`config.mk`:
```
export PLATFORM = sky130hd
export DESIGN_NAME = radio_device_end_flat
export DESIGN_NICKNAME = d
export VERILOG_FILES = /design/src/logic/radio_pkg.sv /design/src/logic/radio_link_if.sv /design/src/logic/radio_device_end.sv /design/src/flat_wrapper.sv
export SDC_FILE = /design/constraint.sdc
export NUM_CORES = 1
export LEC_CHECK = 0
export ABC_AREA = 1
export BUFFER_PORTS_ARGS = -buffer_cell sky130_fd_sc_hd__clkbuf_2
export CORE_UTILIZATION = 64
export DETAILED_ROUTE_END_ITERATION = 7
export PLACE_DENSITY = 0.91
export SLEW_MARGIN = 25
export SYNTH_ARGS = -nofsm -noshare
export SYNTH_HDL_FRONTEND = slang
export SYNTH_SLANG_ARGS = --single-unit
```
`constraint.sdc`:
```
create_clock -name sys_clk_in -period 4.52 [get_ports sys_clk_in]
set_input_delay 0.904 -clock sys_clk_in [delete_from_list [all_inputs] [get_ports sys_clk_in]]
set_output_delay 0.904 -clock sys_clk_in [all_outputs]
set_load 0.05 [all_outputs]
```
`src/logic/radio_pkg.sv`:
```
package radio_pkg;
	// Device register offsets on the link
	localparam logic [7:0] RADIO_MASK_OFS   = 8'h91;
	localparam logic [7:0] EVENT_FLAGS_OFS  = 8'he9;
	localparam logic [7:0] BYTE_PORT_OFS    = 8'hd9;
	localparam logic [7:0] STROBE_REG_OFS   = 8'he1;
	localparam logic [7:0] MODEM_CFG3_OFS   = 8'hdc;
	localparam logic [7:0] MODEM_CFG4_OFS   = 8'hdd;
	localparam logic [7:0] FLAGS_RESET      = 8'h00;
	localparam logic [7:0] MASK_RESET       = 8'h00;
	localparam logic [7:0] CFG_RESET        = 8'h00;
	// Event bit positions
	localparam int TX_UNDERRUN_BIT = 7;
	localparam int RX_OVERRUN_BIT  = 6;
	localparam int RX_EXPIRY_BIT   = 5;
	localparam int PKT_DONE_BIT    = 4;
	// Strobe codes
	localparam logic [7:0] RX_STROBE_CODE   = 8'h02;
	localparam logic [7:0] TX_STROBE_CODE   = 8'h03;
	localparam logic [7:0] IDLE_STROBE_CODE = 8'h04;
	// Symbol rate: (RATE_BASE + m) * 2^e / 2^RATE_SHIFT * fref
	localparam logic [8:0] RATE_BASE  = 9'h100;
	localparam int         RATE_SHIFT = 28;
	// Host-side software registers
	localparam logic [2:0] HOST_CTRL_OFS   = 3'h0;
	localparam logic [2:0] HOST_STATUS_OFS = 3'h1;
	localparam logic [2:0] HOST_LADDR_OFS  = 3'h2;
	localparam logic [2:0] HOST_LWRITE_OFS = 3'h3;
	localparam logic [2:0] HOST_LREAD_OFS  = 3'h4;
	localparam logic [2:0] HOST_LDATA_OFS  = 3'h5;
	localparam logic [2:0] HOST_STROBE_OFS = 3'h6;
	localparam int COMBINED_BIT = 0;
	localparam int BYTE_BIT     = 1;

	typedef enum logic [2:0] {
		MODE_IDLE      = 3'b000,
		MODE_RX        = 3'b001,
		MODE_TX        = 3'b010,
		MODE_RX_OVERRUN = 3'b011,
		MODE_TX_UNDERRUN = 3'b100
	} radio_mode_t;
endpackage

```
`src/logic/radio_link_if.sv`:
```
`timescale 1ns/1ps
interface radio_link_if;
	logic [7:0] addr;
	logic [7:0] wdata;
	logic       wr;
	logic       rd;
	logic [7:0] rdata;
	logic       event_pulse;
	logic       byte_ready;

	modport device (
		input  addr,
		input  wdata,
		input  wr,
		input  rd,
		output rdata,
		output event_pulse,
		output byte_ready
	);
	modport host (
		output addr,
		output wdata,
		output wr,
		output rd,
		input  rdata,
		input  event_pulse,
		input  byte_ready
	);
endinterface

```
`src/logic/radio_device_end.sv`:
```
`timescale 1ns/1ps
module radio_device_end (
	input  wire logic       sys_clk_in,
	input  wire logic       srst_in,
	input  wire logic [5:0] event_level_in,
	input  wire logic [7:0] rx_byte_in,
	input  wire logic       rx_byte_valid_in,
	input  wire logic       tx_byte_request_in,
	input  wire logic       deep_sleep_in,
	output logic [7:0]      tx_byte_out,
	output logic            tx_byte_valid_out,
	output logic            symbol_tick_out,
	output logic [2:0]      radio_mode_out,
	output logic [7:0]      rate_mantissa_out,
	output logic [3:0]      rate_exponent_out,
	radio_link_if.device    link
);
	typedef struct packed {
		logic [7:0]            flags;
		logic [7:0]            mask;
		logic [7:0]            cond_prev;
		logic [7:0]            buf_data;
		logic                  buf_full;
		radio_pkg::radio_mode_t mode;
		logic [7:0]            cfg3;
		logic [7:0]            cfg4;
		logic [27:0]           acc;
		logic                  tick;
		logic [7:0]            rdata;
		logic                  event_pulse;
		logic                  byte_ready;
		logic [7:0]            tx_data;
		logic                  tx_valid;
	} dev_state_t;

	dev_state_t  s_q;
	dev_state_t  s_d;
	logic [7:0]  cond;
	logic [7:0]  rise;
	logic        overrun_evt;
	logic        underrun_evt;
	logic        wr_byte;
	logic        rd_byte;
	logic [23:0] rate_step;
	logic [28:0] acc_sum;

	assign wr_byte = link.wr && (link.addr == radio_pkg::BYTE_PORT_OFS);
	assign rd_byte = link.rd && (link.addr == radio_pkg::BYTE_PORT_OFS);
	// Step per clock is (256 + m) << e; a carry out of 28 bits is one symbol
	assign rate_step = 24'({15'h0000, radio_pkg::RATE_BASE + {1'b0, s_q.cfg3}} << s_q.cfg4[3:0]);
	assign acc_sum = {1'b0, s_q.acc} + {5'h00, rate_step};

	always_comb begin
		s_d = s_q;
		overrun_evt = 1'b0;
		underrun_evt = 1'b0;
		s_d.tx_valid = 1'b0;
		// One rate feeds both directions, so the modem sees a single symbol tick
		s_d.tick = 1'b0;
		if (s_q.mode != radio_pkg::MODE_IDLE) begin
			s_d.acc = acc_sum[radio_pkg::RATE_SHIFT-1:0];
			s_d.tick = acc_sum[radio_pkg::RATE_SHIFT];
		end else begin
			s_d.acc = 28'h0000000;
		end

		// Byte buffer: a read frees it before a new byte lands in the same cycle
		if (rd_byte) begin
			s_d.buf_full = 1'b0;
		end
		if (wr_byte && s_q.mode == radio_pkg::MODE_TX) begin
			s_d.buf_data = link.wdata;
			s_d.buf_full = 1'b1;
		end
		case (s_q.mode)
			radio_pkg::MODE_RX: begin
				if (rx_byte_valid_in) begin
					if (s_d.buf_full) begin
						overrun_evt = 1'b1;
						s_d.mode = radio_pkg::MODE_RX_OVERRUN;
					end else begin
						s_d.buf_data = rx_byte_in;
						s_d.buf_full = 1'b1;
					end
				end
			end
			radio_pkg::MODE_TX: begin
				if (tx_byte_request_in) begin
					if (s_d.buf_full) begin
						s_d.tx_data = s_d.buf_data;
						s_d.tx_valid = 1'b1;
						s_d.buf_full = 1'b0;
					end else begin
						underrun_evt = 1'b1;
						s_d.mode = radio_pkg::MODE_TX_UNDERRUN;
					end
				end
			end
			// Overrun and underrun ignore further bytes until idle
			radio_pkg::MODE_RX_OVERRUN: ;
			radio_pkg::MODE_TX_UNDERRUN: ;
			default: ;
		endcase

		// Content is lost in deep sleep; treat the buffer as empty on return
		if (deep_sleep_in) begin
			s_d.buf_full = 1'b0;
		end

		if (link.wr) begin
			case (link.addr)
				radio_pkg::RADIO_MASK_OFS: s_d.mask = link.wdata;
				radio_pkg::MODEM_CFG3_OFS: s_d.cfg3 = link.wdata;
				radio_pkg::MODEM_CFG4_OFS: s_d.cfg4 = link.wdata;
				radio_pkg::EVENT_FLAGS_OFS: s_d.flags = s_q.flags & link.wdata;
				radio_pkg::STROBE_REG_OFS: begin
					case (link.wdata)
						radio_pkg::IDLE_STROBE_CODE: begin
							s_d.mode = radio_pkg::MODE_IDLE;
							s_d.buf_full = 1'b0;
						end
						radio_pkg::RX_STROBE_CODE: begin
							if (s_q.mode == radio_pkg::MODE_IDLE) begin
								s_d.mode = radio_pkg::MODE_RX;
								s_d.buf_full = 1'b0;
							end
						end
						radio_pkg::TX_STROBE_CODE: begin
							if (s_q.mode == radio_pkg::MODE_IDLE || s_q.mode == radio_pkg::MODE_RX) begin
								s_d.mode = radio_pkg::MODE_TX;
								s_d.buf_full = 1'b0;
							end
						end
						default: ;
					endcase
				end
				default: ;
			endcase
		end

		// Internal events are single-cycle, so their edge is the event itself
		cond = {underrun_evt, overrun_evt, event_level_in};
		cond[radio_pkg::PKT_DONE_BIT] = event_level_in[radio_pkg::PKT_DONE_BIT]
			| overrun_evt | underrun_evt;
		rise = cond & ~s_q.cond_prev;
		s_d.cond_prev = cond;
		// Set is applied after the clear so no event is lost
		s_d.flags = s_d.flags | rise;
		s_d.event_pulse = |(rise & s_q.mask);

		s_d.rdata = 8'h00;
		if (link.rd) begin
			case (link.addr)
				radio_pkg::RADIO_MASK_OFS: s_d.rdata = s_q.mask;
				radio_pkg::EVENT_FLAGS_OFS: s_d.rdata = s_q.flags;
				radio_pkg::BYTE_PORT_OFS: s_d.rdata = s_q.buf_data;
				radio_pkg::MODEM_CFG3_OFS: s_d.rdata = s_q.cfg3;
				radio_pkg::MODEM_CFG4_OFS: s_d.rdata = s_q.cfg4;
				radio_pkg::STROBE_REG_OFS: s_d.rdata = {5'h00, s_q.mode};
				default: s_d.rdata = 8'h00;
			endcase
		end

		s_d.byte_ready = (s_d.mode == radio_pkg::MODE_RX && s_d.buf_full)
			|| (s_d.mode == radio_pkg::MODE_TX && !s_d.buf_full);
	end

	always_ff @(posedge sys_clk_in) begin
		if (srst_in) begin
			s_q <= '0;
			s_q.flags <= radio_pkg::FLAGS_RESET;
			s_q.mask <= radio_pkg::MASK_RESET;
			s_q.cfg3 <= radio_pkg::CFG_RESET;
			s_q.cfg4 <= radio_pkg::CFG_RESET;
			s_q.mode <= radio_pkg::MODE_IDLE;
		end else begin
			s_q <= s_d;
		end
	end

	assign link.rdata = s_q.rdata;
	assign link.event_pulse = s_q.event_pulse;
	assign link.byte_ready = s_q.byte_ready;
	assign tx_byte_out = s_q.tx_data;
	assign tx_byte_valid_out = s_q.tx_valid;
	assign symbol_tick_out = s_q.tick;
	assign radio_mode_out = s_q.mode;
	assign rate_mantissa_out = s_q.cfg3;
	assign rate_exponent_out = s_q.cfg4[3:0];
endmodule // radio_device_end

```
`src/flat_wrapper.sv`:
```
// flat-port wrapper written by rule: the top's interface ports become plain ports
module radio_device_end_flat 
  (sys_clk_in, srst_in, event_level_in, rx_byte_in, rx_byte_valid_in, tx_byte_request_in, deep_sleep_in, tx_byte_out, tx_byte_valid_out, symbol_tick_out, radio_mode_out, rate_mantissa_out, rate_exponent_out, link_addr, link_wdata, link_wr, link_rd, link_rdata, link_event_pulse, link_byte_ready);
  radio_link_if link_i ();
  input  wire logic sys_clk_in;
  input  wire logic srst_in;
  input  wire logic [5:0] event_level_in;
  input  wire logic [7:0] rx_byte_in;
  input  wire logic rx_byte_valid_in;
  input  wire logic tx_byte_request_in;
  input  wire logic deep_sleep_in;
  output logic [7:0] tx_byte_out;
  output logic tx_byte_valid_out;
  output logic symbol_tick_out;
  output logic [2:0] radio_mode_out;
  output logic [7:0] rate_mantissa_out;
  output logic [3:0] rate_exponent_out;
  input wire logic [$bits(link_i.addr)-1:0] link_addr;
  input wire logic [$bits(link_i.wdata)-1:0] link_wdata;
  input wire logic [$bits(link_i.wr)-1:0] link_wr;
  input wire logic [$bits(link_i.rd)-1:0] link_rd;
  output wire logic [$bits(link_i.rdata)-1:0] link_rdata;
  output wire logic [$bits(link_i.event_pulse)-1:0] link_event_pulse;
  output wire logic [$bits(link_i.byte_ready)-1:0] link_byte_ready;
  assign link_i.addr = link_addr;
  assign link_i.wdata = link_wdata;
  assign link_i.wr = link_wr;
  assign link_i.rd = link_rd;
  assign link_rdata = link_i.rdata;
  assign link_event_pulse = link_i.event_pulse;
  assign link_byte_ready = link_i.byte_ready;
  radio_device_end u_core (.sys_clk_in(sys_clk_in), .srst_in(srst_in), .event_level_in(event_level_in), .rx_byte_in(rx_byte_in), .rx_byte_valid_in(rx_byte_valid_in), .tx_byte_request_in(tx_byte_request_in), .deep_sleep_in(deep_sleep_in), .tx_byte_out(tx_byte_out), .tx_byte_valid_out(tx_byte_valid_out), .symbol_tick_out(symbol_tick_out), .radio_mode_out(radio_mode_out), .rate_mantissa_out(rate_mantissa_out), .rate_exponent_out(rate_exponent_out), .link(link_i));
endmodule
```
==> impl_metrics.yaml, run 1 <==
clocking:
  clk_latency_ps: 380
  path_clk_slew_ps: 110
  clock-sinks: 100
  post_cts_buffers: 0
  cts.htree.levels: 3
  cts_root_buf: "clkbuf_8"
  post_cts_hold_buffer_count: 0
  cts_tree: "built"
  clockBufferDepth: 2
  cts_made_buffers: 9
  cts_resized: 0
die:
  fp.dieW_microns: 101
  initial_core_util_pct: 67.1
  pin_count: 72
  fp-row-count: 35
  die_h_microns: 101
  core_area_sq_um: 9370
  dieArea_sq_um: 10200
synth:
  synth_area_sq_um: 6290
  synth_seq_cells: 100
  synth_top_flop_cell: "dfxtp_1"
  synth_commonest_cells: "nand2_1 (177), inv_1 (123), nor2_1 (121)"
  syn_nets: 1023
  synth_edf_count: 0
  yosysTopAreaCell: "dfxtp_1"
  synth_area_leaders: "dfxtp_1 (32%), nand2_1 (11%), o21ai_0 (7.5%)"
  ys_types: 44
  yosys.cell_count.top_type: "nand2_1"
  avgSynthCellArea_sq_um: 6.54
  syn_inst: 961
  async_flop_share_pct: 0
  yosysWarnings: 0
  synth_top_area_share_pct: 31.8
  ys_seq_area_share_pct: 31.8
sta:
  setup_viol: 0
  tightestPinTransition_ps: 807
  rsz0062_at_grt: "false"
  slew_violations: 0
  period_share_pct: 76.6
  fmax_ghz: 0.289
  fin_skew_ps: 7.20
  fin_tns_setup_ps: 0
  period_needed_ps: 3460
  slew_headroom_pct: 46.2
  finalHoldViolations: 0
pwr:
  p_leak_nw: 2.90
  p_per_area_nw_per_um2: 236
  ir_drop_uv: 267
setup_path:
  cp-start-kind: "flip-flop"
  crit_arrival_ps: 3770
  worstSetupPathType: "flip-flop to flip-flop"
  crit_required_ps: 4830
  cp_max_fo: 20
  cp-end-kind: "flip-flop"
global_routing:
  grt_pass1_vias: 5977
  grt.total_usage_pct: 35.2
  grt_pass1_wl_microns: 27900
  grt_antenna_before_repair: 0
  gr-total-overflow: 0
  grt_start_max_net_pins: 40
place:
  dp_cells: 1105
  io_buffers: 71
  gp_congestion: 1.00
  dp_hpwl_microns: 13100
detailed_routing:
  wire_per_inst_microns: 15.4
  drt_iter0_drc: 517
  wl_microns: 17300
  viasPerCell: 5.88
  drt-pass1-iter-count: 7
  ant_nets: 0
  num_vias: 6594
  post-route-drc-count: 0
final_layout:
  seq_area_sq_um: 2000
  nets: 1049
  multiInputGateArea_sq_um: 3450
  fillCellCount: 863
  layout.cells.non_filler: 1121
  syn_to_final_growth_pct: 6.09
  antennaDiodeCount: 0
  drive_above_1_share_pct: 12.3
flow_run:
  cap_violations: 0
min_path:
  hold_class: "flip-flop to flip-flop"
status:
  status: "finished clean"
-- where the power goes --
| group | switching, mW | leakage [nW] | internal [mW] |
|---|---|---|---|
| combinational | 0.0527 | 1.99 | 0.0265 |
| clock | 0.368 | 0.101 | 0.233 |
| sequential | 0.00300 | 0.809 | 0.888 |
-- state kept, by name, summed over array words and instances, names as in the netlist --
register and cells:
u_core.rate_exponent_out 4, u_core.link.byte_ready 1, u_core.link.rdata 8, u_core.tx_byte_valid_out 1, u_core.link.event_pulse 1, u_core.rate_mantissa_out 8, u_core.radio_mode_out 3, u_core.s_q 65
u_core.symbol_tick_out 1, u_core.tx_byte_out 8
-- path summary, 6_finish.rpt --
check	from	endpoint	slack (ps)	cells past startpoint
worst min register to register	u_core.s_q[99]	u_core.s_q[99]	480	2
worst max-delay path	u_core.rate_exponent_out[0]	u_core.s_q[35]	1060	15
worst min-delay path	u_core.s_q[99]	u_core.s_q[99]	480	2
worst max register to register	u_core.rate_exponent_out[0]	u_core.s_q[35]	1060	15
-- routing by layer --
metal | GRT usage (%) | vias up | wire (microns)
li1 | - | 3212 | -
met2 | 58.9 | 355 | 8150
met1 | 42.0 | 2956 | 6830
met3 | 6.45 | 71 | 1360
met5 | 0 | - | 0
met4 | 21.7 | 0 | 965
-- final cells by class --
type / instances / area share, %
multi-input cells: 674 / 51.7
flip-flops and latches: 100 / 30.0
inverters: 129 / 7.26
repair buffers: 73 / 5.55
well taps: 129 / 2.42
clock buffers: 10 / 2.06
clock inverters: 6 / 0.994
-- through the flow --
stage                     power, mW  hold WS, ps  worst slack [ps]  util, %  instance area (sq um)
after global routing           1.62          493               658     71.2                   6670
after CTS                      1.57          475              1190     71.2                   6670
after floorplan               0.956          444              1900        -                   6290
final                          1.57          480              1060     71.2                   6670
after detailed placement      0.988          460              1220     69.0                   6470
after global placement        0.987          455              1300     69.0                   6470
-- layout by cell type (no fill, tap or decap), types with 2 or more instances in the layout --
cell	n
a211oi_1	2
a21boi_0	2
a21o_1	6
a21oi_1	84
a221oi_1	16
a31o_2	4
a31oi_1	7
buf_4	2
clkbuf_2	71
clkbuf_8	10
clkinv_1	2
dfxtp_1	100
ha_1	24
inv_1	123
inv_2	4
inv_8	3
nand2_1	177
nand2_2	4
nand2_4	2
nand3_1	43
nand4_1	18
nor2_1	121
nor2_2	2
nor3_1	22
nor4_1	2
o2111ai_1	2
o21ai_0	94
o21ai_1	4
o21bai_1	4
o22ai_1	8
or2_2	14
-- cell families after synthesis --
| logic type | count (synthesis) | synth area share [%] |
|---|---|---|
| compound gates | 236 | 21.1 |
| xor+xnor | 1 | 0.139 |
| fa+ha+maj | 25 | 5.09 |
| buf+inv | 187 | 13.3 |
| flops | 100 | 31.8 |
| mux | 1 | 0.159 |
| simple gates | 411 | 28.4 |
-- critical path: stages (launching register included) --
cell and delay (ps):
dfxtp_1 730, o21ai_0 250, nand2_1 90, o21ai_0 160, o21ai_0 290, nor2_1 120, ha_1 380, a21oi_1 220
o21ai_0 210, a21oi_1 250, inv_1 110, nand2_1 90, nand2_1 90, nand2_1 130, nand3_1 100, a21oi_1 150
No activity file was read; power rests on OpenSTA's default activity.
==> run 2: changes to the inputs <==
Settings changed: CORE_UTILIZATION 64 to 54, PLACE_DENSITY 0.91 to 0.83.
Clock period 4.52 ns to 2.9 ns, I/O delays scaled along.
==> impl_metrics.yaml, run 2 (synthesized netlist as in run 1, its figures left out) <==
status:
  status: "complete, but fails checks"
  violations: "design-rule violations"
detailed_routing:
  ant_nets: 0
  viasPerCell: 5.66
  num_vias: 6661
  drt-pass1-iter-count: 8
  drt_iter0_drc: 543
  post-route-drc-count: 2
  wire_per_inst_microns: 15.7
  wl_microns: 18500
min_path:
  hold_end: "u_core.s_q[79]"
  hold_class: "input port to flip-flop"
  hold_path_depth: 3
  hp-start: "event_level_in[3]"
final_layout:
  antennaDiodeCount: 0
  largest_reg_flops: 65
  final_cell_mix: "nand2_1 (171), inv_1 (122), nor2_1 (105)"
  nets: 1091
  drive_above_1_share_pct: 21.8
  syn_to_final_growth_pct: 17.4
  layout.cells.non_filler: 1177
  final_common_cell: "nand2_1"
  top_register: "u_core.s_q"
place:
  io_buffers: 71
  gp_congestion: 0.924
  dp_cells: 1150
  dp_hpwl_microns: 14000
clocking:
  cts_root_buf: "clkbuf_16"
  path_clk_slew_ps: 80
  cts_tree: "built"
  cts_made_buffers: 9
  cts.htree.levels: 3
  clockBufferDepth: 2
  clk_latency_ps: 360
  clock-sinks: 100
pwr:
  seq_power_share_pct: 51.3
  switching_share_pct: 25.1
  p_per_area_nw_per_um2: 367
  power.total_mw: 2.71
  p_leak_nw: 3.21
  clockPowerShare_pct: 44.0
  power.net_switching_uw: 679
  ir_drop_uv: 507
  p_int_mw: 2.03
  comb_power_share_pct: 4.7
setup_path:
  worstSetupPathType: "flip-flop to flip-flop"
  timing.rr.end: "u_core.s_q[46]"
  rrSetupSlack_ps: 150
  cp-startpoint: "u_core.rate_mantissa_out[1]"
  crit_arrival_ps: 3040
  crit_path_cell_trace: "inv_1 -> o21ai_1 -> buf_4 -> nand2_1 -> nor2_1 -> nand2_1 -> fa_1 -> nor3_2 -> nor2_1 -> o21ai_2 -> nand2_1 -> nand3_2 -> nand3_1 -> a21oi_1"
  r2r-start: "u_core.rate_mantissa_out[1]"
  cp-start-kind: "flip-flop"
  cp-end-kind: "flip-flop"
  rr_worst_depth: 14
  cp_num_buf_inv: 2
  cpPeakStageDelay_ps: 450
  crit_path_top_delay_cell: "fa_1"
  crit_required_ps: 3200
  crit_top_cell: "nand2_1"
  crit_family: "simple AND/OR/NAND/NOR gates"
  cp_max_fo: 4
flow_run:
  cap_violations: 0
die:
  initial_core_util_pct: 55.3
  fp-row-count: 39
  dieArea_sq_um: 12100
  core_area_sq_um: 11400
  pin_count: 72
  fp.dieW_microns: 110
  die_h_microns: 110
sta:
  fmax_ghz: 0.364
  period_share_pct: 94.7
  slew_violations: 0
  setup_viol: 0
  period_needed_ps: 2750
  fin_skew_ps: 7.44
  tightestPinTransition_ps: 538
  finalHoldViolations: 0
  slew_headroom_pct: 64.0
global_routing:
  grt_pass1_vias: 6038
  grt_antenna_before_repair: 0
  grt_start_max_net_pins: 39
  grt.total_usage_pct: 31.5
  gr-total-overflow: 0
  grt_pass1_wl_microns: 28800
run 2: cell count changes in the layout (fill, tap and decap cells not counted), sizes merged:
cell,change
clkbuf,-1
clkinvlp,+1
clkinv,+1
buf,+41
run 2: power groups by stage:
| stage | Clock, mW | Combinational (mW) | Sequential [mW] |
|---|---|---|---|
| after floorplan | 0 | 0.0705 | 1.42 |
| after global placement | 0 | 0.122 | 1.42 |
| after detailed placement | 0 | 0.124 | 1.42 |
| after CTS | 1.21 | 0.124 | 1.39 |
| after global routing | 1.26 | 0.141 | 1.39 |
| final | 1.19 | 0.128 | 1.39 |
run 2: repair_timing:
action	CTS	global route
hold endpoints to repair	0	0
setup endpoints to repair	2	22
pin swaps	1	26
gates resized for setup	3	96
hold buffers	0	0
buffers inserted	1	9
gates cloned	0	1
run 2: worst max path at each step:
stage	endpoint	slack, ps	depth (start not counted)
final	u_core.s_q[46]	150	14
after global routing	u_core.s_q[38]	-110	16
after CTS	u_core.s_q[46]	0.6	14
after detailed placement	u_core.s_q[37]	-100	16
after global placement	u_core.s_q[37]	-80	15
after floorplan	u_core.s_q[47]	280	18
run 2: metal layers:
layer,track usage [%],vias to the layer above,wire [microns]
met4,17.9,0,977
met2,52.9,276,8730
met5,0,-,0
met1,35.7,2997,7650
met3,8.77,78,1170
li1,-,3310,-
run 2: through the flow:
stage | util [%] | setup slack [ps] | setup TNS, ps | instance area, sq um | hold slack, ps
final | 64.9 | 154 | 0 | 7380 | 425
after global routing | 64.9 | -110 | -160 | 7380 | 433
after CTS | 61.8 | 0.620 | 0 | 7030 | 420
after detailed placement | 59.2 | -96.9 | -119 | 6730 | 465
after global placement | 59.2 | -75.6 | -115 | 6730 | 459
after floorplan | - | 282 | 0 | 6290 | 444
run 2: final cells by class:
cell class,instances,area [sq um]
sequential,100,2000
inverter,129,488
timing repair inverter,1,7.51
fill,1063,3990
clock buffer,9,225
clock inverter,7,58.8
multi-input combinational,674,3720
timing repair buffer,114,694
tap,143,179
run 2: worst register-to-register path: cells and delay by family, from the launching register on:
family	cells	cell delay, ps
AND/OR/NAND/NOR	8	1010
AO/OA/AOI/OAI	3	580
adder cells (fa/ha/maj)	1	450
flip-flops	1	380
buffers and inverters	2	260
==> run 3: changes to the inputs <==
Settings changed: CORE_UTILIZATION 54 to 49, PLACE_DENSITY 0.83 to 0.76.
==> impl_metrics.yaml, run 3 (synthesized netlist as in run 1, its figures left out) <==
setup_path:
  cp-startpoint: "u_core.rate_exponent_out[0]"
  crit_required_ps: 3190
  cpPeakStageDelay_ps: 420
  worstSetupPathType: "flip-flop to flip-flop"
  rrSetupSlack_ps: 140
  crit_path_top_delay_cell: "fa_1"
  crit_arrival_ps: 3050
  crit_end: "u_core.s_q[46]"
  rr_worst_depth: 14
  crit_family: "simple AND/OR/NAND/NOR gates"
  cp-end-kind: "flip-flop"
  crit_path_cell_trace: "buf_12 -> inv_1 -> nand2_1 -> nor4_1 -> ha_1 -> inv_1 -> fa_1 -> nor3_2 -> nor2_1 -> o21ai_2 -> nand2_1 -> nand3_2 -> nand3_1 -> a21oi_1"
  cp_num_buf_inv: 3
  cp_max_fo: 20
  timing.rr.end: "u_core.s_q[46]"
  crit_cells: 14
  r2r-start: "u_core.rate_exponent_out[0]"
  cp-start-kind: "flip-flop"
global_routing:
  grt_antenna_before_repair: 0
  gr-total-overflow: 0
  grt.total_usage_pct: 28.8
  grt_start_max_net_pins: 39
  grt_pass1_vias: 6053
  grt_pass1_wl_microns: 29400
detailed_routing:
  post-route-drc-count: 0
  drt_iter0_drc: 476
  wl_microns: 18500
  ant_nets: 0
  viasPerCell: 5.55
  num_vias: 6656
  wire_per_inst_microns: 15.5
  drt-pass1-iter-count: 7
final_layout:
  nets: 1084
  seq_area_sq_um: 2000
  syn_to_final_growth_pct: 18.1
  fillCellCount: 1203
  layout.cells.non_filler: 1199
  multiInputGateArea_sq_um: 3700
  drive_above_1_share_pct: 21.4
  final_cell_mix: "nand2_1 (165), inv_1 (121), nor2_1 (110)"
  final_common_cell: "nand2_1"
  largest_reg_flops: 65
  antennaDiodeCount: 0
  top_register: "u_core.s_q"
  final_cell_area_sq_um: 7430
clocking:
  path_clk_slew_ps: 80
  clockBufferDepth: 2
  cts_tree: "built"
  cts.htree.levels: 3
  cts_root_buf: "clkbuf_16"
  clock-sinks: 100
  clk_latency_ps: 360
  cts_made_buffers: 9
  post_cts_hold_buffer_count: 0
sta:
  fmax_ghz: 0.363
  period_needed_ps: 2760
  slew_violations: 0
  slew_headroom_pct: 54.3
  rsz0062_at_grt: "true"
  tightestPinTransition_ps: 685
  setup_viol: 0
  period_share_pct: 95.1
  fin_tns_setup_ps: 0
  whs_ps: 423
  fin_skew_ps: 5.27
  finalHoldViolations: 0
place:
  placed_area_sq_um: 6730
  dp_cells: 1174
  gp_congestion: 0.919
  io_buffers: 71
  dp_hpwl_microns: 14100
flow_run:
  cap_violations: 0
die:
  dieArea_sq_um: 13300
  fp.dieW_microns: 115
  initial_core_util_pct: 50.0
  pin_count: 72
  die_h_microns: 115
  core_area_sq_um: 12600
  fp-row-count: 41
pwr:
  p_per_area_nw_per_um2: 400
  ir_drop_uv: 497
  p_leak_nw: 3.21
min_path:
  hold_class: "input port to flip-flop"
status:
  status: "finished clean"
[run 3: layout make-up]
cell class,instances,share of cell area [%]
clock inverter,7,1.75
tap,172,2.90
clock buffer,9,3.03
timing repair inverter,1,0.101
sequential,100,27.0
multi-input combinational,674,49.8
timing repair buffer,107,8.81
inverter,129,6.62
[run 3: worst register-to-register path, cell delays in order, from the launching register on]
cell and delay [ps]:
dfxtp_1 330, buf_12 150, inv_1 70, nand2_1 110, nor4_1 200, ha_1 220
inv_1 110, fa_1 420, nor3_2 250, nor2_1 120, o21ai_2 270, nand2_1 140
nand3_2 110, nand3_1 70, a21oi_1 120
[run 3: stage by stage]
stage | utilization, % | worst slack [ps] | total power, mW
after floorplan | - | 282 | 1.49
after global placement | 53.5 | 17.5 | 1.54
after detailed placement | 53.5 | -34.5 | 1.55
after CTS | 56.4 | 22.1 | 2.99
after global routing | 59.1 | -41.1 | 3.07
final | 59.1 | 142 | 2.97
[run 3: repair_timing]
| action | CTS | global route |
|---|---|---|
| endpoints found under the setup margin | 3 | 22 |
| gates resized for setup | 2 | 100 |
| setup buffers | 0 | 8 |
| cloned | 0 | 1 |
| endpoints found under the hold margin | 0 | 0 |
| pin swaps | 0 | 19 |
[run 3: routing by layer]
metal | track usage (%) | up-vias | part of all wire (%) | wire [microns]
met3 | 5.69 | 46 | 5.0 | 926
li1 | - | 3287 | - | -
met1 | 34.1 | 3098 | 43 | 7900
met2 | 50.6 | 225 | 49 | 9050
met4 | 12.1 | 0 | 3.6 | 663
met5 | 0 | - | 0 | 0
[run 3: worst min-delay path by stage]
| stage | start | to | slack (ps) | cells after the start |
|---|---|---|---|---|
| 6_report | event_level_in[2] | u_core.s_q[78] | 420 | 3 |
| 3_5_place_dp | u_core.s_q[52] | u_core.s_q[52] | 460 | 2 |
| 4_1_cts | event_level_in[5] | u_core.s_q[81] | 420 | 3 |
| 3_3_place_gp | u_core.s_q[99] | u_core.s_q[99] | 460 | 2 |
| 5_1_grt | event_level_in[1] | u_core.s_q[77] | 420 | 3 |
| 2_1_floorplan | u_core.s_q[99] | u_core.s_q[99] | 440 | 2 |
[run 3: power by group]
part | internal [mW] | leakage [nW] | switching (mW)
combinational | 0.0444 | 2.23 | 0.0848
sequential | 1.38 | 0.809 | 0.00410
clock | 0.863 | 0.174 | 0.595
total | 2.29 | 3.21 | 0.684
